--- config.mk ---
export PLATFORM = sky130hd
export DESIGN_NAME = dpcb_ctrl
export DESIGN_NICKNAME = d
export VERILOG_FILES = /design/src/dpcb_pkg.sv /design/src/dpcb_ctrl.sv
export SDC_FILE = /design/constraint.sdc
export NUM_CORES = 1
export LEC_CHECK = 0
export BUFFER_PORTS_ARGS = -buffer_cell sky130_fd_sc_hd__buf_2
export CAP_MARGIN = 30
export CORE_UTILIZATION = 45
export DETAILED_ROUTE_END_ITERATION = 8
export PLACE_DENSITY = 0.61
export SLEW_MARGIN = 25
export SYNTH_ARGS = -nofsm -noshare
export SYNTH_HDL_FRONTEND = slang
export SYNTH_SLANG_ARGS = --single-unit
--- constraint.sdc ---
create_clock -name CLOCK -period 2.4 [get_ports CLOCK]
set_clock_uncertainty 0.15 [all_clocks]
set_input_delay 0.36 -clock CLOCK [delete_from_list [all_inputs] [get_ports CLOCK]]
set_output_delay 0.36 -clock CLOCK [all_outputs]
set_load 0.02 [all_outputs]
--- src/dpcb_pkg.sv ---
package dpcb_pkg;

    localparam logic [7:0]  OFS_HOST_LO  = 8'h50;
    localparam logic [7:0]  OFS_HOST_HI  = 8'h51;
    localparam logic [7:0]  OFS_IFC      = 8'h52;
    localparam logic [7:0]  OFS_XFC      = 8'h53;
    localparam logic [7:0]  OFS_SIZE     = 8'h54;
    localparam logic [7:0]  OFS_AMODE    = 8'h55;
    localparam logic [7:0]  OFS_SRST     = 8'h59;
    localparam logic [7:0]  OFS_RPL      = 8'h5a;
    localparam logic [7:0]  OFS_RPH      = 8'h5b;
    localparam logic [7:0]  OFS_WPL      = 8'h5c;
    localparam logic [7:0]  OFS_WPH      = 8'h5d;
    localparam logic [7:0]  OFS_SPL      = 8'h5e;
    localparam logic [7:0]  OFS_SPH      = 8'h5f;

    localparam int IFC_BUSY_OUT = 7;
    localparam int IFC_SEL_OUT  = 6;
    localparam int IFC_OUT_DRV  = 3;
    localparam int IFC_IN_DRV   = 2;
    localparam int IFC_ARB      = 0;
    localparam int XFC_RESP     = 7;
    localparam int XFC_ORIG     = 6;
    localparam int XFC_DIR      = 4;
    localparam int XFC_UP       = 3;
    localparam int XFC_DOWN     = 2;
    localparam int AMODE_WIDE   = 0;
    localparam int SRST_BIT     = 0;

    localparam logic [7:0]  IFC_RST      = 8'h00;
    localparam logic [7:0]  XFC_RST      = 8'h00;
    localparam logic [7:0]  SIZE_RST     = 8'h00;
    localparam logic [7:0]  AMODE_RST    = 8'h00;
    localparam logic        SRST_RST     = 1'h1;
    localparam logic [15:0] PTR_RST      = 16'h0000;
    localparam logic [7:0]  LEN_LOW_LAST = 8'hff;
    localparam logic [7:0]  DIR10_MAX    = 8'h03;
    localparam logic [7:0]  DIR14_MAX    = 8'h3f;

    typedef enum logic [2:0] {
        ST_IDLE      = 3'b000,
        ST_PERIPH    = 3'b001,
        ST_HOST      = 3'b010,
        ST_LATCH_SET = 3'b011,
        ST_LATCH_CLK = 3'b100
    } dpcb_state_t;

    typedef struct packed {
        logic       ale;
        logic       rd_n;
        logic       wr_n;
        logic       cs;
        logic [7:0] ad;
        logic       peripheral_transfer_request_n_n;
        logic       back;
        logic       busy_in;
        logic       sel_in;
    } dpcb_pins_t;

endpackage

--- src/dpcb_ctrl.sv ---
module dpcb_ctrl
(
    // Clock and reset
    input  wire logic       CLOCK,
    input  wire logic       RESET_N,
    // Processor bus
    input  wire logic       CS,
    input  wire logic       ALE,
    input  wire logic       RD_N,
    input  wire logic       WR_N,
    input  wire logic [7:0] AD_IN,
    output logic      [7:0] AD_OUT,
    output logic            AD_OE,
    // Buffer RAM
    output logic      [7:0] BUF_ADDR_LO,
    output logic            HOST_HI_ADDR_STROBE,
    output logic            PERIPH_HI_ADDR_STROBE,
    output logic      [1:0] BUF_ADDR_MID,
    output logic            HOST_HI_ADDR_ENABLE_N,
    output logic            PERIPH_HI_ADDR_ENABLE_N,
    output logic            RAM_SELECT_N,
    output logic            RAM_WRITE_N,
    // Peripheral port
    input  wire logic       PERIPHERAL_TRANSFER_REQUEST_N,
    // Host port
    output logic            HOST_IN_DRIVE_N,
    output logic            HOST_OUT_DRIVE_N,
    output logic            HOST_OUTPUT_HOLD,
    output logic            HOST_TRANSFER_REQUEST,
    input  wire logic       HOST_ACK,
    // Bus arbitration
    output logic            BUSY_DRIVE_OUT,
    input  wire logic       BUSY_SENSE_IN,
    output logic            SELECT_DRIVE_OUT,
    input  wire logic       SELECT_SENSE_IN,
    output logic            RESPONDER_ROLE_N,
    output logic            ORIGINATOR_ROLE_N
);

    // All pins are asynchronous, so the whole bundle goes through three flops.
    dpcb_pkg::dpcb_pins_t   pins_in;
    dpcb_pkg::dpcb_pins_t   p_s1_ff;
    dpcb_pkg::dpcb_pins_t   p_s2_ff;
    dpcb_pkg::dpcb_pins_t   p_s3_ff;
    dpcb_pkg::dpcb_state_t  state_ff;
    dpcb_pkg::dpcb_state_t  nxt_state;

    logic [7:0]  addr_ff;
    logic [7:0]  ifc_ff;
    logic [7:0]  xfc_ff;
    logic [7:0]  size_ff;
    logic [7:0]  amode_ff;
    logic        srst_ff;
    logic        done_ff;
    logic        arb_won_ff;
    logic [15:0] rp_ff;
    logic [15:0] wp_ff;
    logic [15:0] sp_ff;
    logic [15:0] nxt_rp;
    logic [15:0] nxt_wp;
    logic [15:0] nxt_sp;
    logic        host_pend_ff;
    logic        host_rel_ff;
    logic        port_b_ff;
    logic        nxt_port_b;
    logic [7:0]  hi_a_ff;
    logic [7:0]  hi_b_ff;
    logic        hi_a_vld_ff;
    logic        hi_b_vld_ff;

    assign pins_in = '{ale: ALE, rd_n: RD_N, wr_n: WR_N, cs: CS, ad: AD_IN,
                       peripheral_transfer_request_n_n: PERIPHERAL_TRANSFER_REQUEST_N, back: HOST_ACK,
                       busy_in: BUSY_SENSE_IN, sel_in: SELECT_SENSE_IN};

    always_ff @(posedge CLOCK)
    begin
        p_s1_ff <= pins_in;
        p_s2_ff <= p_s1_ff;
        p_s3_ff <= p_s2_ff;
    end

    // Processor side decode.
    wire        ale_fall  = p_s3_ff.ale & ~p_s2_ff.ale;
    wire        cs_on     = p_s2_ff.cs;
    wire        wr_take   = p_s3_ff.wr_n & ~p_s2_ff.wr_n & cs_on;
    wire        rd_act    = ~p_s2_ff.rd_n & cs_on;
    wire        wr_act    = ~p_s2_ff.wr_n & cs_on;
    wire [7:0]  wdat      = p_s2_ff.ad;
    wire        live      = ~srst_ff;
    wire        w_ifc     = wr_take & live & (addr_ff == dpcb_pkg::OFS_IFC);
    wire        w_xfc     = wr_take & live & (addr_ff == dpcb_pkg::OFS_XFC);
    wire        w_size    = wr_take & live & (addr_ff == dpcb_pkg::OFS_SIZE);
    wire        w_amode   = wr_take & live & (addr_ff == dpcb_pkg::OFS_AMODE);
    wire        w_srst    = wr_take & (addr_ff == dpcb_pkg::OFS_SRST);
    wire        w_rpl     = wr_take & live & (addr_ff == dpcb_pkg::OFS_RPL);
    wire        w_rph     = wr_take & live & (addr_ff == dpcb_pkg::OFS_RPH);
    wire        w_wpl     = wr_take & live & (addr_ff == dpcb_pkg::OFS_WPL);
    wire        w_wph     = wr_take & live & (addr_ff == dpcb_pkg::OFS_WPH);
    wire        w_spl     = wr_take & live & (addr_ff == dpcb_pkg::OFS_SPL);
    wire        w_sph     = wr_take & live & (addr_ff == dpcb_pkg::OFS_SPH);
    wire        w_stop    = w_spl | w_sph;
    wire        ptr_clr   = w_srst & ~srst_ff;
    wire        host_loc  = (addr_ff == dpcb_pkg::OFS_HOST_LO) | (addr_ff == dpcb_pkg::OFS_HOST_HI);

    // Transfer control decode.
    wire        dir       = xfc_ff[dpcb_pkg::XFC_DIR];
    wire        up_en     = xfc_ff[dpcb_pkg::XFC_UP] & dir;
    wire        down_en   = xfc_ff[dpcb_pkg::XFC_DOWN] & ~dir;
    wire [15:0] ptr_a     = dir ? wp_ff : rp_ff;
    wire [15:0] ptr_b     = dir ? rp_ff : wp_ff;
    wire        b_at_stop = (ptr_b == sp_ff);
    wire        host_go   = (up_en | down_en) & ~b_at_stop;
    wire        peripheral_transfer_request_n_on   = ~p_s2_ff.peripheral_transfer_request_n_n;
    wire        ack_on    = p_s2_ff.back;
    wire [15:0] len_last  = {size_ff, dpcb_pkg::LEN_LOW_LAST};

    // Addressing mode.
    wire        wide      = amode_ff[dpcb_pkg::AMODE_WIDE];
    wire        dir10     = ~wide & (size_ff <= dpcb_pkg::DIR10_MAX);
    wire        dir14     = wide & (size_ff <= dpcb_pkg::DIR14_MAX);
    wire        ext       = ~(dir10 | dir14);
    wire        need_a    = ext & ~(hi_a_vld_ff & (hi_a_ff == ptr_a[15:8]));
    wire        need_b    = ext & ~(hi_b_vld_ff & (hi_b_ff == ptr_b[15:8]));

    function automatic logic [15:0] ptr_inc(input logic [15:0] p, input logic [15:0] last);
        ptr_inc = (p == last) ? dpcb_pkg::PTR_RST : p + 16'h0001;
    endfunction

    always_ff @(posedge CLOCK)
    begin
        if (!RESET_N)
            addr_ff <= 8'h00;
        else if (ale_fall)
            addr_ff <= p_s2_ff.ad;
    end

    // Soft reset bit; while set the control, pointer, state, latch, handshake and arbitration registers are held at reset.
    always_ff @(posedge CLOCK)
    begin
        if (!RESET_N)
            srst_ff <= dpcb_pkg::SRST_RST;
        else if (w_srst)
            srst_ff <= wdat[dpcb_pkg::SRST_BIT];
    end

    always_ff @(posedge CLOCK)
    begin
        if (!RESET_N || srst_ff)
        begin
            ifc_ff   <= dpcb_pkg::IFC_RST;
            xfc_ff   <= dpcb_pkg::XFC_RST;
            size_ff  <= dpcb_pkg::SIZE_RST;
            amode_ff <= dpcb_pkg::AMODE_RST;
        end
        else
        begin
            if (w_ifc)
                ifc_ff <= wdat;
            if (w_xfc)
                xfc_ff <= wdat;
            if (w_size)
                size_ff <= wdat;
            if (w_amode)
                amode_ff <= wdat;
        end
    end

    // Pointers: processor writes beat increments in the same cycle.
    wire inc_rp = ((state_ff == dpcb_pkg::ST_PERIPH) & ~dir) | ((state_ff == dpcb_pkg::ST_HOST) & dir);
    wire inc_wp = ((state_ff == dpcb_pkg::ST_PERIPH) & dir) | ((state_ff == dpcb_pkg::ST_HOST) & ~dir);

    always_comb
    begin
        nxt_rp = inc_rp ? ptr_inc(rp_ff, len_last) : rp_ff;
        nxt_wp = inc_wp ? ptr_inc(wp_ff, len_last) : wp_ff;
        nxt_sp = sp_ff;
        if (w_rpl)
            nxt_rp[7:0] = wdat;
        if (w_rph)
            nxt_rp[15:8] = wdat;
        if (w_wpl)
            nxt_wp[7:0] = wdat;
        if (w_wph)
            nxt_wp[15:8] = wdat;
        if (w_spl)
            nxt_sp[7:0] = wdat;
        if (w_sph)
            nxt_sp[15:8] = wdat;
        if (srst_ff || ptr_clr)
        begin
            nxt_rp = dpcb_pkg::PTR_RST;
            nxt_wp = dpcb_pkg::PTR_RST;
            nxt_sp = dpcb_pkg::PTR_RST;
        end
    end

    always_ff @(posedge CLOCK)
    begin
        if (!RESET_N)
        begin
            rp_ff <= dpcb_pkg::PTR_RST;
            wp_ff <= dpcb_pkg::PTR_RST;
            sp_ff <= dpcb_pkg::PTR_RST;
        end
        else
        begin
            rp_ff <= nxt_rp;
            wp_ff <= nxt_wp;
            sp_ff <= nxt_sp;
        end
    end

    // Access sequencer. Each byte takes an access cycle and an idle cycle.
    always_comb
    begin
        nxt_state  = dpcb_pkg::ST_IDLE;
        nxt_port_b = port_b_ff;
        case (state_ff)
            dpcb_pkg::ST_IDLE:
            begin
                if (peripheral_transfer_request_n_on)
                begin
                    nxt_port_b = 1'b0;
                    nxt_state  = need_a ? dpcb_pkg::ST_LATCH_SET : dpcb_pkg::ST_PERIPH;
                end
                else if (host_pend_ff && ack_on)
                begin
                    nxt_port_b = 1'b1;
                    nxt_state  = need_b ? dpcb_pkg::ST_LATCH_SET : dpcb_pkg::ST_HOST;
                end
            end
            dpcb_pkg::ST_LATCH_SET:
                nxt_state = dpcb_pkg::ST_LATCH_CLK;
            dpcb_pkg::ST_LATCH_CLK:
                nxt_state = port_b_ff ? dpcb_pkg::ST_HOST : dpcb_pkg::ST_PERIPH;
            default:
                nxt_state = dpcb_pkg::ST_IDLE;
        endcase
        if (srst_ff)
            nxt_state = dpcb_pkg::ST_IDLE;
    end

    always_ff @(posedge CLOCK)
    begin
        if (!RESET_N)
        begin
            state_ff  <= dpcb_pkg::ST_IDLE;
            port_b_ff <= 1'b0;
        end
        else
        begin
            state_ff  <= nxt_state;
            port_b_ff <= nxt_port_b;
        end
    end

    // Upper-byte latch shadows; in extended addressing a pointer whose upper byte differs from its shadow forces the two latch cycles again.
    always_ff @(posedge CLOCK)
    begin
        if (!RESET_N || srst_ff)
        begin
            hi_a_ff     <= 8'h00;
            hi_b_ff     <= 8'h00;
            hi_a_vld_ff <= 1'b0;
            hi_b_vld_ff <= 1'b0;
        end
        else if (state_ff == dpcb_pkg::ST_LATCH_CLK)
        begin
            if (port_b_ff)
            begin
                hi_b_ff     <= ptr_b[15:8];
                hi_b_vld_ff <= 1'b1;
            end
            else
            begin
                hi_a_ff     <= ptr_a[15:8];
                hi_a_vld_ff <= 1'b1;
            end
        end
    end

    // Host handshake: request held until the access, then wait for acknowledge to drop.
    always_ff @(posedge CLOCK)
    begin
        if (!RESET_N || srst_ff)
        begin
            host_pend_ff <= 1'b0;
            host_rel_ff  <= 1'b0;
        end
        else
        begin
            if (nxt_state == dpcb_pkg::ST_HOST)
                host_pend_ff <= 1'b0;
            else if (host_go && !host_rel_ff && !ack_on)
                host_pend_ff <= 1'b1;
            if (state_ff == dpcb_pkg::ST_HOST)
                host_rel_ff <= 1'b1;
            else if (!ack_on)
                host_rel_ff <= 1'b0;
        end
    end

    // Set wins over a stop write, but is judged on the incoming stop value, so moving the stop still clears.
    wire done_set = (up_en | down_en) & (ptr_b == nxt_sp) & ~host_pend_ff & ~ack_on;

    always_ff @(posedge CLOCK)
    begin
        if (!RESET_N || srst_ff)
            done_ff <= 1'b0;
        else if (done_set)
            done_ff <= 1'b1;
        else if (w_stop)
            done_ff <= 1'b0;
    end

    wire bus_free = ~p_s2_ff.busy_in & ~p_s2_ff.sel_in;

    always_ff @(posedge CLOCK)
    begin
        if (!RESET_N || srst_ff)
            arb_won_ff <= 1'b0;
        else
            arb_won_ff <= ifc_ff[dpcb_pkg::IFC_ARB] & (arb_won_ff | bus_free);
    end

    // Next values of the buffer pins, decoded from the next state.
    wire        acc_p     = (nxt_state == dpcb_pkg::ST_PERIPH);
    wire        acc_h     = (nxt_state == dpcb_pkg::ST_HOST);
    wire        lat_set   = (nxt_state == dpcb_pkg::ST_LATCH_SET);
    wire        lat_clk   = (nxt_state == dpcb_pkg::ST_LATCH_CLK);
    wire        lat_any   = lat_set | lat_clk;
    wire [15:0] cur_ptr   = nxt_port_b ? ptr_b : ptr_a;
    wire        acc_wr    = (acc_p & dir) | (acc_h & ~dir);
    wire [7:0]  nxt_lo    = lat_any ? cur_ptr[15:8] : cur_ptr[7:0];
    wire        nxt_a8    = ext ? (lat_clk & nxt_port_b) : cur_ptr[8];
    wire        nxt_a9    = ext ? (lat_clk & ~nxt_port_b) : cur_ptr[9];
    wire        nxt_a12   = ext ? ~(acc_h & ~lat_any) : cur_ptr[12];
    wire        nxt_a13   = ext ? ~(acc_p & ~lat_any) : cur_ptr[13];
    wire        up_acc    = acc_h & dir;
    wire        mpu_in    = rd_act & host_loc & ifc_ff[dpcb_pkg::IFC_IN_DRV];
    wire        mpu_out   = wr_act & host_loc & ifc_ff[dpcb_pkg::IFC_OUT_DRV];

    wire [7:0]  ifc_rd    = {ifc_ff[7:6], p_s2_ff.busy_in, p_s2_ff.sel_in,
                             ifc_ff[3:2], 1'b0, arb_won_ff};
    wire [7:0]  xfc_rd    = {xfc_ff[7:6], done_ff, xfc_ff[4:2], ack_on, 1'b0};
    wire [7:0]  rd_data   = (addr_ff == dpcb_pkg::OFS_IFC)  ? ifc_rd :
                            (addr_ff == dpcb_pkg::OFS_XFC)  ? xfc_rd :
                            (addr_ff == dpcb_pkg::OFS_SIZE) ? size_ff :
                            (addr_ff == dpcb_pkg::OFS_RPL)  ? rp_ff[7:0] :
                            (addr_ff == dpcb_pkg::OFS_RPH)  ? rp_ff[15:8] :
                            (addr_ff == dpcb_pkg::OFS_WPL)  ? wp_ff[7:0] :
                            (addr_ff == dpcb_pkg::OFS_WPH)  ? wp_ff[15:8] :
                            (addr_ff == dpcb_pkg::OFS_SPL)  ? sp_ff[7:0] :
                            (addr_ff == dpcb_pkg::OFS_SPH)  ? sp_ff[15:8] : 8'h00;

    // Pin flops. The RAM strobes are registered so each access lands on one edge.
    always_ff @(posedge CLOCK)
    begin
        if (!RESET_N)
        begin
            AD_OUT                  <= 8'h00;
            AD_OE                   <= 1'b0;
            BUF_ADDR_LO             <= 8'h00;
            HOST_HI_ADDR_STROBE     <= 1'b0;
            PERIPH_HI_ADDR_STROBE   <= 1'b0;
            BUF_ADDR_MID            <= 2'h0;
            HOST_HI_ADDR_ENABLE_N   <= 1'b1;
            PERIPH_HI_ADDR_ENABLE_N <= 1'b1;
            RAM_SELECT_N            <= 1'b1;
            RAM_WRITE_N             <= 1'b1;
            HOST_IN_DRIVE_N         <= 1'b1;
            HOST_OUT_DRIVE_N        <= 1'b1;
            HOST_OUTPUT_HOLD        <= 1'b0;
            HOST_TRANSFER_REQUEST   <= 1'b0;
            BUSY_DRIVE_OUT          <= 1'b0;
            SELECT_DRIVE_OUT        <= 1'b0;
            RESPONDER_ROLE_N        <= 1'b1;
            ORIGINATOR_ROLE_N       <= 1'b1;
        end
        else
        begin
            AD_OUT                  <= rd_data;
            AD_OE                   <= rd_act;
            BUF_ADDR_LO             <= nxt_lo;
            HOST_HI_ADDR_STROBE     <= nxt_a8;
            PERIPH_HI_ADDR_STROBE   <= nxt_a9;
            BUF_ADDR_MID            <= cur_ptr[11:10];
            HOST_HI_ADDR_ENABLE_N   <= nxt_a12;
            PERIPH_HI_ADDR_ENABLE_N <= nxt_a13;
            RAM_SELECT_N            <= ~(acc_p | acc_h);
            RAM_WRITE_N             <= ~acc_wr;
            HOST_IN_DRIVE_N         <= ~((acc_h & ~dir) | mpu_in);
            HOST_OUT_DRIVE_N        <= ~(up_acc | mpu_out | arb_won_ff);
            HOST_OUTPUT_HOLD        <= up_acc | mpu_out;
            HOST_TRANSFER_REQUEST   <= host_pend_ff & ~srst_ff & ~acc_h;
            BUSY_DRIVE_OUT          <= ifc_ff[dpcb_pkg::IFC_BUSY_OUT] | arb_won_ff;
            SELECT_DRIVE_OUT        <= ifc_ff[dpcb_pkg::IFC_SEL_OUT];
            RESPONDER_ROLE_N        <= ~xfc_ff[dpcb_pkg::XFC_RESP];
            ORIGINATOR_ROLE_N       <= ~xfc_ff[dpcb_pkg::XFC_ORIG];
        end
    end

endmodule

==> results of run 1 <==
## layout make-up
class,instances,area [sq um],area share (%)
multi-input cells,696,4900,44.2
clock inverters,13,194,1.75
repair buffers,237,1850,16.7
clock buffers,18,429,3.87
flip-flops and latches,169,3400,30.6
well taps,229,287,2.58
inverters,9,36.3,0.327
## cell usage in the layout (no fill, tap or decap), drive strengths merged, types with 22 or more instances in the layout
cell / netlist / layout
a211oi: 35 / 35
a21oi: 43 / 43
buf: 14 / 221
dfxtp: 169 / 169
mux2i: 60 / 60
nand2: 65 / 65
nand3: 39 / 39
nor2: 133 / 133
nor3: 24 / 24
nor4: 22 / 22
o21ai: 42 / 42
xnor2: 45 / 45
## path summary, 6_finish.rpt
path	start	end	slack [ns]	depth (start not counted)
worst max-delay path	addr_ff[0]	done_ff	-0.12	8
worst min-delay path	RESET_N	HOST_IN_DRIVE_N	0.15	3
worst max register to register	addr_ff[0]	done_ff	-0.12	8
worst min register to register	p_s1_ff[4]	wdat[0]	0.18	0
## synth_stat cells, drive strengths merged, types with 11 or more instances
| master | number |
|---|---|
| dfxtp | 169 |
| buf | 14 |
| o21ai | 42 |
| nand3 | 39 |
| nor2 | 133 |
| a211oi | 35 |
| and3 | 14 |
| xnor2 | 45 |
| xor2 | 11 |
| nand4 | 13 |
| nor3 | 24 |
| a222oi | 16 |
| mux2i | 60 |
| nand2 | 65 |
| nor4 | 22 |
| a21oi | 43 |
| clkbuf | 62 |
## cells by family (layout without fill, tap and decap cells)
logic type	count (synthesis)	count (layout)	synth area share, %
AO/OA/AOI/OAI	201	201	16.9
adder cells (fa/ha/maj)	2	2	0.305
multiplexers	69	69	8.94
XOR/XNOR	56	56	5.98
buffers and inverters	85	277	4.33
flip-flops	169	169	41.2
AND/OR/NAND/NOR	368	368	22.3
## worst register-to-register path: cells and delay by family, from the launching register on
kind,cells,cell delay (ns)
buffers and inverters,1,0.17
AND/OR/NAND/NOR,3,1.19
flip-flops,1,0.31
multiplexers,1,0.17
AO/OA/AOI/OAI,3,0.46
## power groups by stage
stage	registers, mW	clock network (mW)	logic (mW)
2_1_floorplan	2.92	0	0.0581
3_3_place_gp	2.94	0	0.125
3_5_place_dp	2.94	0	0.126
4_1_cts	2.87	2.99	0.150
5_1_grt	2.88	3.11	0.166
6_report	2.88	2.97	0.156
## metal layers
| layer | part of all wire [%] | vias to the layer above | GRT usage, % |
|---|---|---|---|
| li1 | - | 3801 | - |
| met1 | 43 | 3891 | 42.6 |
| met2 | 45 | 370 | 48.8 |
| met3 | 7.8 | 76 | 5.30 |
| met4 | 3.9 | 0 | 13.5 |
| met5 | 0 | - | 0 |
## registers in the layout, summed over array words and instances, names as in the netlist, 4 cells and up
register,count
AD_OUT,8
BUF_ADDR_LO,8
addr_ff,8
hi_a_ff,8
hi_b_ff,8
ifc_ff,5
p_s1_ff,16
p_s2_ff,4
rp_ff,16
size_ff,8
sp_ff,16
wdat,8
wp_ff,16
xfc_ff,5
## timing repair
action,CTS,global route
hold buffers,16,0
hold endpoints to repair,16,0
resized for setup,39,71
setup buffers,11,5
pin swaps,17,20
endpoints found under the setup margin,33,45
gates cloned,0,0
## per-stage QoR
stage | total power, mW | setup WS [ns]
2_1_floorplan | 2.98 | 0.0000198
3_3_place_gp | 3.06 | -0.262
3_5_place_dp | 3.06 | -0.330
4_1_cts | 6.02 | -0.0638
5_1_grt | 6.15 | -0.288
6_report | 6.00 | -0.122
==> qor.csv, run 1 <==
stage,metric,value,unit
pwr,switching share of power,22.1,%
logic_synthesis,top cell type by total area after synthesis,dfxtp_1,
floorplan,standard cell core area,0.0179,sq mm
logic_synthesis,net count of the mapped netlist,970,
worst_setup_path,delay of the slowest cell on the worst path,0.54,ns
routing,post-route DRC violation count,0,
final_layout,Layout fillers,1556,
grt,via count of the first global-routing pass,7445,
logic_synthesis,fraction of registers with async set/reset,0,%
logic_synthesis,cell count after synthesis,950,
outcome,violations in the final reports,negative setup slack,
sta,maximum clock frequency,396,MHz
cts,root buf cell,clkbuf_16,
routing,total via count in the routed design,8138,
sta,sum of negative setup slack,-0.774,ns
sta,Hold Fails Final Rpt,0,
placement,HPWL after DPL,20.6,mm
logic_synthesis,"Seq/Total Area, Yosys",41.2,%
final_layout,share of the core filled with cells,61.9,%
cts,deepest level of the CTS H-tree,4,
pwr,share of total power in combinational logic,2.6,%
logic_synthesis,number of register bits inferred by synthesis,169,
pwr,internal power,4.67,mW
grt,pin count of the biggest net entering global routing,47,
pwr,leakage power of the design,4.30,nW
logic_synthesis,Synth cell types,75,
worst_setup_path,Buffers & Inverters on Critical Path,1,
sta,final setup vio count,13,
final_layout,NumNets Final,1150,
min_path,worst hold path class,in -> reg,
logic_synthesis,Post-synth EDFFs,0,
pwr,highest ir drop seen on vdd,0.000550,V
logic_synthesis,cell area after synthesis,0.00821,sq mm
cts,Worst-Skew Late Latency,0.43,ns
cts,maximum buffer depth of the clock tree,2,
logic_synthesis,Most used DFF post-synth,dfxtp_1,
floorplan,Cell Rows,49,
worst_setup_path,kind of capture point of the worst setup path,flip-flop,
sta,number of pins with negative max-slew slack in the final report,0,
sta,"Min Clock Period, post-route",2.52,ns
routing,1st-pass router iterations,9,
routing,detail-routed via count per cell,5.94,
sta,"Worst Setup Slack, final",-0.122,ns
worst_setup_path,family with the most delay on the worst path,simple AND/OR/NAND/NOR gates,
grt,initial antenna violation count,0,
grt,first-pass GRT wire length,43.5,mm
pwr,sequential share of power,48.0,%
cts,Clock transition at path regs,0.07,ns
outcome,status,"complete, but fails checks",
worst_setup_path,Crit path arrival time,2.73,ns
logic_synthesis,"Warnings, synthesis",0,
sta,final cycle utilization of the critical path,105,%
placement,number of port buffers,50,
routing,initial DRC count,860,
sta,worst-margin pin slew,0.588,ns
sta,unrepaired setup endpoints after global routing,true,
cts,Inserted Clock Buffers,17,
final_layout,proportion of layout cells with a drive suffix above 1,29.8,%
worst_setup_path,element type at the critical path start,flip-flop,
cts,clock tree from TritonCTS,yes,
pwr,switching power summed over all nets,1.33,mW
pwr,clock share of power,49.4,%
logic_synthesis,area share of the largest cell type after synthesis,41.2,%
routing,detailed-route wire length,28.9,mm
placement,placed cell count,1310,
worst_setup_path,chain of cells forming the critical path,or2_1 > or4_4 > buf_6 > mux2i_1 > or3_1 > a21oi_1 > o221ai_1 > o21ai_1,
final_layout,synthesis-to-layout area growth,35.1,%
floorplan,die footprint,0.0188,sq mm
worst_setup_path,WS Path Type,reg -> reg,
routing,Avg WL per Cell,21.1,microns
placement,placed cell area,0.00971,sq mm
grt,GRT Total Usage,31.4,%
placement,GPL Wtd Cong,0.991,
floorplan,initial standard-cell utilization of the core,45.8,%
run,total of max-cap violations,0,
floorplan,I/O pin cnt,51,
worst_setup_path,"Data required, critical path",2.61,ns
final_layout,number of diodes added for antenna fixing,0,
sta,max-slew headroom at the worst pin,60.7,%
sta,worst hold slack across all endpoints,0.150,ns
floorplan,horizontal die dimension,137,microns
final_layout,"count of placed standard cells in the final layout, fillers left out",1371,
final_layout,Post-Layout Inst Area,0.0111,sq mm
worst_setup_path,"critical path fanouts, max",5,
routing,Routed Antenna Nets,0,
cts,sink count of the clock tree,169,
grt,total overflow reported by the global router,0,
floorplan,die boundary height,137,microns
logic_synthesis,mean cell area of the mapped netlist,8.64,sq um
pwr,areal power density over the cells,541,mW/mm^2
logic_synthesis,leading cell types by total area after synthesis,"dfxtp_1 (41%), mux2i_1 (6.7%), nor2_1 (6.1%), xnor2_1 (4.8%), a211oi_1 (3.2%)",
worst_setup_path,critical-path cell with the highest stage delay,or4_4,
(Power assumes the default switching activity.)
==> run 2, diff against run 1 <==
- CORE_UTILIZATION: 45 -> 30
- PLACE_DENSITY: 0.61 -> 0.44
==> qor.csv, run 2 (synthesis gave the netlist of run 1 again) <==
stage,metric,value,unit,change
floorplan,initial standard-cell utilization of the core,30.5,%,-15 points
final_layout,most common library cell in the layout ignoring fill and taps,buf_4,,
cts,Worst-Skew Late Latency,0.45,ns,+0.02 ns
sta,worst hold slack across all endpoints,0.150,ns,-0.0000570 ns
placement,placed cell area,0.0100,sq mm,+2.9%
floorplan,standard cell core area,0.0269,sq mm,+50%
routing,Routed Antenna Nets,0,,unchanged
pwr,Pwr Total,5.91,mW,-1.4%
pwr,leakage power of the design,4.29,nW,-0.17%
cts,root buf cell,clkbuf_16,,
routing,detailed-route wire length,32.0,mm,+11%
worst_setup_path,logic depth of the worst register-to-register path,11,,+3
worst_setup_path,worst r2r dst,BUF_ADDR_LO[7],,
cts,deepest level of the CTS H-tree,4,,unchanged
placement,post-place setup slack,-0.308,ns,+0.0215 ns
worst_setup_path,kind of capture point of the worst setup path,flip-flop,,
final_layout,share of the core filled with cells,42.2,%,-20 points
floorplan,Cell Rows,60,,+22%
placement,GPL Wtd Cong,0.908,,-8.4%
final_layout,"count of placed standard cells in the final layout, fillers left out",1500,,+9.4%
sta,worst-margin pin slew,0.541,ns,-0.0478 ns
routing,post-route DRC violation count,0,,unchanged
sta,Hold Fails Final Rpt,0,,unchanged
sta,final cycle utilization of the critical path,103,%,-1.7 points
run,total of max-cap violations,0,,unchanged
floorplan,die boundary height,167,microns,+22%
pwr,areal power density over the cells,521,mW/mm^2,-3.7%
placement,placed cell count,1443,,+10%
worst_setup_path,reg-to-reg startpoint,xfc_ff[4],,
worst_setup_path,element type at the critical path start,flip-flop,,
grt,pin count of the biggest net entering global routing,48,,+2.1%
worst_setup_path,WS Path Type,reg -> reg,,
pwr,highest ir drop seen on vdd,0.000435,V,-21%
grt,GRT Total Usage,23.1,%,-8.3 points
min_path,Worst Hold Endpoint,HOST_HI_ADDR_ENABLE_N,,
placement,number of port buffers,50,,unchanged
cts,Clock transition at path regs,0.07,ns,about the same
cts,sink count of the clock tree,169,,unchanged
min_path,hold path startpoint,RESET_N,,
final_layout,number of diodes added for antenna fixing,0,,unchanged
sta,"Worst Setup Slack, final",-0.0812,ns,+0.0409 ns
grt,total overflow reported by the global router,0,,unchanged
floorplan,horizontal die dimension,167,microns,+22%
worst_setup_path,register-to-register path setup slack,-0.08,ns,+0.04 ns
grt,first-pass GRT wire length,48.8,mm,+12%
sta,"Min Clock Period, post-route",2.48,ns,-0.0409 ns
routing,total via count in the routed design,8068,,-0.86%
sta,max-slew headroom at the worst pin,63.8,%,+3.1 points
min_path,number of cells traversed by the worst hold path,3,,unchanged
routing,1st-pass router iterations,6,,-3
routing,detail-routed via count per cell,5.38,,-9.4%
grt,via count of the first global-routing pass,7830,,+5.2%
grt,initial antenna violation count,0,,unchanged
cts,clock tree from TritonCTS,yes,,
final_layout,proportion of layout cells with a drive suffix above 1,32.4,%,+2.6 points
routing,initial DRC count,696,,-19%
sta,maximum clock frequency,403,MHz,+1.6%
sta,unrepaired setup endpoints after global routing,true,,
sta,number of pins with negative max-slew slack in the final report,0,,unchanged
worst_setup_path,critical-path cell with the highest stage delay,dfxtp_4,,
sta,sum of negative setup slack,-0.401,ns,+0.373 ns
worst_setup_path,delay of the slowest cell on the worst path,0.37,ns,-0.17 ns
floorplan,I/O pin cnt,51,,unchanged
worst_setup_path,"Data required, critical path",2.61,ns,about the same
worst_setup_path,chain of cells forming the critical path,buf_8 > buf_4 > mux2i_4 > xnor2_1 > nor3_2 > a31oi_4 > o221ai_4 > buf_6 > buf_12 > a22o_1 > a31oi_1,,
outcome,violations in the final reports,negative setup slack,,
placement,HPWL after DPL,23.8,mm,+16%
outcome,status,"complete, but fails checks",,
min_path,worst hold path class,in -> reg,,
worst_setup_path,"critical path fanouts, max",7,,+2
sta,final setup vio count,9,,-4
routing,Avg WL per Cell,21.3,microns,+1.1%
final_layout,Post-Layout Inst Area,0.0114,sq mm,+2.4%
cts,maximum buffer depth of the clock tree,2,,unchanged
worst_setup_path,Crit path arrival time,2.69,ns,-0.04 ns
floorplan,die footprint,0.0280,sq mm,+49%
final_layout,most frequent cells in the layout,"buf_4 (173), dfxtp_1 (157), nor2_1 (131)",,
cts,Inserted Clock Buffers,17,,unchanged
final_layout,synthesis-to-layout area growth,38.3,%,
final_layout,NumNets Final,1167,,+1.5%
-- run 2: cell count changes in the layout (fill, tap and decap cells not counted), moves of 4 or more --
cell	before	now
buf_4	150	173
buf_6	12	6
clkinv_4	1	5
dfxtp_1	161	157
dfxtp_2	7	11
mux2i_1	42	38
mux2i_2	9	13
o21ai_2	2	6
-- run 2: power by group --
part | switching (mW) | total [mW] | internal, mW
Combinational | 0.0831 | 0.155 | 0.0724
Clock | 1.32 | 2.88 | 1.57
Sequential | 0.0330 | 2.87 | 2.84
-- run 2: critical path, delay by kind of cell (launching register included) --
family / cells / cell delay, ns
DFF: 1 / 0.37
muxes: 1 / 0.25
AOI/OAI and AO/OA: 4 / 0.79
buffers and inverters: 4 / 0.59
xor gates and xnor gates: 1 / 0.16
and+or+nand+nor: 1 / 0.09
-- run 2: worst max path at each step --
stage / start / endpoint / slack, ns
3_3_place_gp: xfc_ff[4] / RAM_SELECT_N / -0.27
6_report: xfc_ff[4] / BUF_ADDR_LO[7] / -0.08
5_1_grt: addr_ff[0] / done_ff / -0.16
2_1_floorplan: p_s2_ff[13] / done_ff / 0.00002
3_5_place_dp: xfc_ff[4] / RAM_SELECT_N / -0.31
4_1_cts: p_s2_ff[13] / done_ff / -0.07
-- run 2: per-layer routing --
layer	vias up	wire length, microns	track usage [%]
met5	-	0	0
met4	0	826	8.26
met3	40	1540	3.03
met2	257	15000	37.9
met1	3937	14600	31.1
li1	3834	-	-
-- run 2: layout make-up --
class / instances / area, sq um
clock inverters: 13 / 168
well taps: 341 / 427
flip-flops and latches: 169 / 3400
multi-input cells: 696 / 4950
clock buffers: 18 / 429
fillers: 2737 / 15500
repair buffers: 254 / 1940
inverters: 9 / 37.5
-- run 2: repair_timing --
action,4_1_cts,5_1_grt
buffers inserted,7,5
hold buffers,16,0
pin swaps,13,31
hold endpoints to repair,16,0
endpoints found under the setup margin,30,40
gates resized for setup,52,71
==> run 3, diff against run 2 <==
- ABC_AREA: not set -> 1
==> qor.csv, run 3 <==
stage,metric,value,unit,change
run,total of max-cap violations,0,,unchanged
worst_setup_path,element type at the critical path start,flip-flop,,
cts,root buf cell,clkbuf_16,,
final_layout,Layout fillers,3035,,+11%
logic_synthesis,area share of the largest cell type after synthesis,39.6,%,-1.6 points
sta,final cycle utilization of the critical path,96.7,%,-6.6 points
final_layout,number of diodes added for antenna fixing,0,,unchanged
worst_setup_path,logic depth of the worst register-to-register path,10,,-1
grt,pin count of the biggest net entering global routing,34,,-29%
logic_synthesis,fraction of registers with async set/reset,0,%,unchanged
floorplan,horizontal die dimension,171,microns,+2.0%
sta,maximum clock frequency,431,MHz,+6.9%
final_layout,combined area of the multi-input logic cells,0.00437,sq mm,-12%
worst_setup_path,chain of cells forming the critical path,buf_12 > nand2_1 > o21ai_0 > buf_4 > xor2_1 > nand2_1 > nor2_1 > nand4_1 > a21oi_1 > nor2_1,,
final_layout,synthesis-to-layout area growth,27.2,%,
sta,Hold Fails Final Rpt,0,,unchanged
cts,Inserted Clock Buffers,17,,unchanged
sta,sum of negative setup slack,0,ns,+0.401 ns
routing,Avg WL per Cell,19.0,microns,-11%
cts,Clock transition at path regs,0.08,ns,about the same
placement,GPL Wtd Cong,0.960,,+5.7%
worst_setup_path,"critical path fanouts, max",29,,+22
routing,Routed Antenna Nets,0,,unchanged
routing,highest routed layer,met4,,
placement,HPWL after DPL,27.2,mm,+14%
routing,routed metal-1 wire length,15.7,mm,+7.5%
placement,post-place setup slack,0.00868,ns,+0.317 ns
cts,post-CTS setup buffer count,0,,-7
cts,clock tree from TritonCTS,yes,,
routing,WL met2,15.0,mm,about the same
pwr,areal power density over the cells,541,mW/mm^2,+4.0%
pwr,share of total power in combinational logic,2.7,%,about the same
sta,number of pins with negative max-slew slack in the final report,0,,unchanged
logic_synthesis,number of register bits inferred by synthesis,169,,unchanged
cts,Worst-Skew Late Latency,0.44,ns,about the same
floorplan,die boundary height,171,microns,+2.0%
final_layout,share of the core filled with cells,38.9,%,-3.3 points
logic_synthesis,top-count cell post-synth,nand2_1,,
floorplan,I/O pin cnt,51,,unchanged
worst_setup_path,Buffers & Inverters on Critical Path,2,,-2
logic_synthesis,"top cells by count, synth","nand2_1 (260), dfxtp_1 (169), inv_1 (144)",,
final_layout,most frequent cells in the layout,"nand2_1 (260), dfxtp_1 (167), inv_1 (144)",,
routing,initial DRC count,841,,+21%
sta,"Worst Setup Slack, final",0.0783,ns,+0.160 ns
routing,detail-routed via count per cell,4.94,,-8.2%
worst_setup_path,register-to-register path setup slack,0.08,ns,+0.16 ns
sta,final setup vio count,0,,-9
pwr,switching power summed over all nets,1.48,mW,+3.6%
grt,total overflow reported by the global router,0,,unchanged
worst_setup_path,WS Path Type,reg -> reg,,
floorplan,standard cell core area,0.0279,sq mm,+3.9%
final_layout,most common library cell in the layout ignoring fill and taps,nand2_1,,
worst_setup_path,family with the most delay on the worst path,simple AND/OR/NAND/NOR gates,,
logic_synthesis,"Seq/Total Area, Yosys",39.6,%,-1.6 points
placement,placed cell area,0.0101,sq mm,+0.61%
grt,initial antenna violation count,0,,unchanged
worst_setup_path,Worst setup endpoint,host_pend_ff,,
pwr,highest ir drop seen on vdd,0.000449,V,+3.3%
worst_setup_path,Crit path arrival time,2.50,ns,-0.19 ns
outcome,status,"complete, no violations",,
floorplan,initial standard-cell utilization of the core,30.6,%,+0.061 points
worst_setup_path,worst r2r dst,host_pend_ff,,
logic_synthesis,mean cell area of the mapped netlist,6.94,sq um,-20%
logic_synthesis,Most used DFF post-synth,dfxtp_1,,
cts,sink count of the clock tree,169,,unchanged
logic_synthesis,leading cell types by total area after synthesis,"dfxtp_1 (40%), nand2_1 (11%), inv_1 (6.3%), o21ai_0 (5.7%), nor2_1 (5.6%)",,
logic_synthesis,top cell type by total area after synthesis,dfxtp_1,,
routing,met3 wire len,2.08,mm,+35%
sta,max-slew headroom at the worst pin,46.0,%,-18 points
pwr,leakage power of the design,4.51,nW,+5.1%
worst_setup_path,Worst setup startpoint,xfc_ff[4],,
worst_setup_path,"Data required, critical path",2.58,ns,-0.03 ns
floorplan,die footprint,0.0292,sq mm,+4.1%
pwr,internal power,4.40,mW,-1.8%
grt,GRT Total Usage,24.0,%,+0.89 points
min_path,worst hold path class,reg -> reg,,
cts,maximum buffer depth of the clock tree,2,,unchanged
worst_setup_path,reg-to-reg startpoint,xfc_ff[4],,
sta,worst-margin pin slew,0.806,ns,+0.266 ns
routing,post-route DRC violation count,0,,unchanged
logic_synthesis,cell count after synthesis,1231,,+30%
floorplan,Cell Rows,61,,+1.7%
grt,first-pass GRT wire length,50.9,mm,+4.3%
worst_setup_path,delay of the slowest cell on the worst path,0.48,ns,+0.11 ns
placement,number of port buffers,50,,unchanged
worst_setup_path,number of logic stages on the critical path including buffering,10,,-1
grt,via count of the first global-routing pass,8258,,+5.5%
logic_synthesis,cell area after synthesis,0.00855,sq mm,+4.1%
final_layout,Post-Layout Inst Area,0.0109,sq mm,-4.3%
logic_synthesis,Synth cell types,44,,-41%
final_layout,proportion of layout cells with a drive suffix above 1,19.4,%,-13 points
logic_synthesis,Post-synth EDFFs,0,,unchanged
pwr,clock share of power,48.5,%,-0.3 points
worst_setup_path,kind of capture point of the worst setup path,flip-flop,,
worst_setup_path,critical-path cell with the highest stage delay,dfxtp_4,,
pwr,switching share of power,25.2,%,+1.0 points
final_layout,Storage cell area,0.00339,sq mm,-0.37%
routing,1st-pass router iterations,5,,-1
routing,total via count in the routed design,8862,,+9.8%
sta,"Min Clock Period, post-route",2.32,ns,-0.160 ns
logic_synthesis,net count of the mapped netlist,1251,,+29%
final_layout,NumNets Final,1423,,+22%
pwr,sequential share of power,48.8,%,+0.2 points
logic_synthesis,"Warnings, synthesis",0,,unchanged
routing,detailed-route wire length,34.2,mm,+6.9%
cts,deepest level of the CTS H-tree,4,,unchanged
## run 3: cell count changes after synthesis, moves of 27 or more
cell / change
clkbuf_1: -39
nand3_1: +32
a21oi_1: +46
mux2i_1: -55
xor2_1: +27
o21ai_0: +58
nand2_1: +195
a211oi_1: -28
inv_1: +136
xnor2_1: -34
## run 3: worst min-delay path by stage
stage	startpoint	endpoint	slack, ns	depth (start not counted)
2_1_floorplan	p_s1_ff[2]	ack_on	0.16	0
3_3_place_gp	p_s1_ff[14]	p_s2_ff[14]	0.16	0
3_5_place_dp	p_s1_ff[11]	wdat[7]	0.16	0
4_1_cts	p_s1_ff[14]	p_s2_ff[14]	0.18	0
5_1_grt	p_s1_ff[11]	wdat[7]	0.18	0
6_report	p_s1_ff[14]	p_s2_ff[14]	0.18	0
## run 3: metal layers
layer	GRT usage [%]	up-vias
li1	-	4376
met1	32.0	4108
met2	37.3	312
met3	4.51	66
met4	11.2	0
met5	0	-
## run 3: power groups by stage
stage	Combinational [mW]	Sequential (mW)	Clock, mW
after floorplan	0.0592	2.93	0
after global placement	0.140	2.94	0
after detailed placement	0.139	2.94	0
after CTS	0.160	2.87	2.93
after global routing	0.174	2.88	3.04
final	0.159	2.87	2.85
## run 3: logic make-up after synthesis
logic type / Yosys count / synth area share [%]
AOI/OAI and AO/OA: 267 / 17.9
xor gates and xnor gates: 49 / 5.02
adders and majority gates: 2 / 0.293
buffers and inverters: 199 / 9.66
DFF: 169 / 39.6
and+or+nand+nor: 545 / 27.5
## run 3: layout make-up
class / count / share of cell area (%)
well taps: 378 / 4.35
clock inverters: 15 / 1.63
clock buffers: 17 / 3.91
multi-input cells: 863 / 40.2
repair buffers: 197 / 13.3
flip-flops and latches: 169 / 31.2
inverters: 155 / 5.35
## run 3: repair_timing
item | 4_1_cts | 5_1_grt
setup endpoints to repair | 1 | 16
hold buffers | 16 | 0
endpoints found under the hold margin | 16 | 0
resized for setup | 1 | 15
cloned | 0 | 0
## run 3: worst reg2reg max path: cells and delay by family (launching register included)
family          cells  cell delay, ns
simple gates        5            0.64
flops               1            0.48
buf+inv             2            0.41
compound gates      2            0.41
xor+xnor            1            0.13
## run 3: metrics by stage
stage,hold slack (ns),power (mW),instances
3_3_place_gp,0.161,3.08,1746
3_5_place_dp,0.162,3.08,1746
6_report,0.177,5.88,1794
5_1_grt,0.183,6.09,1794
4_1_cts,0.178,5.96,1794
2_1_floorplan,0.160,2.99,1231
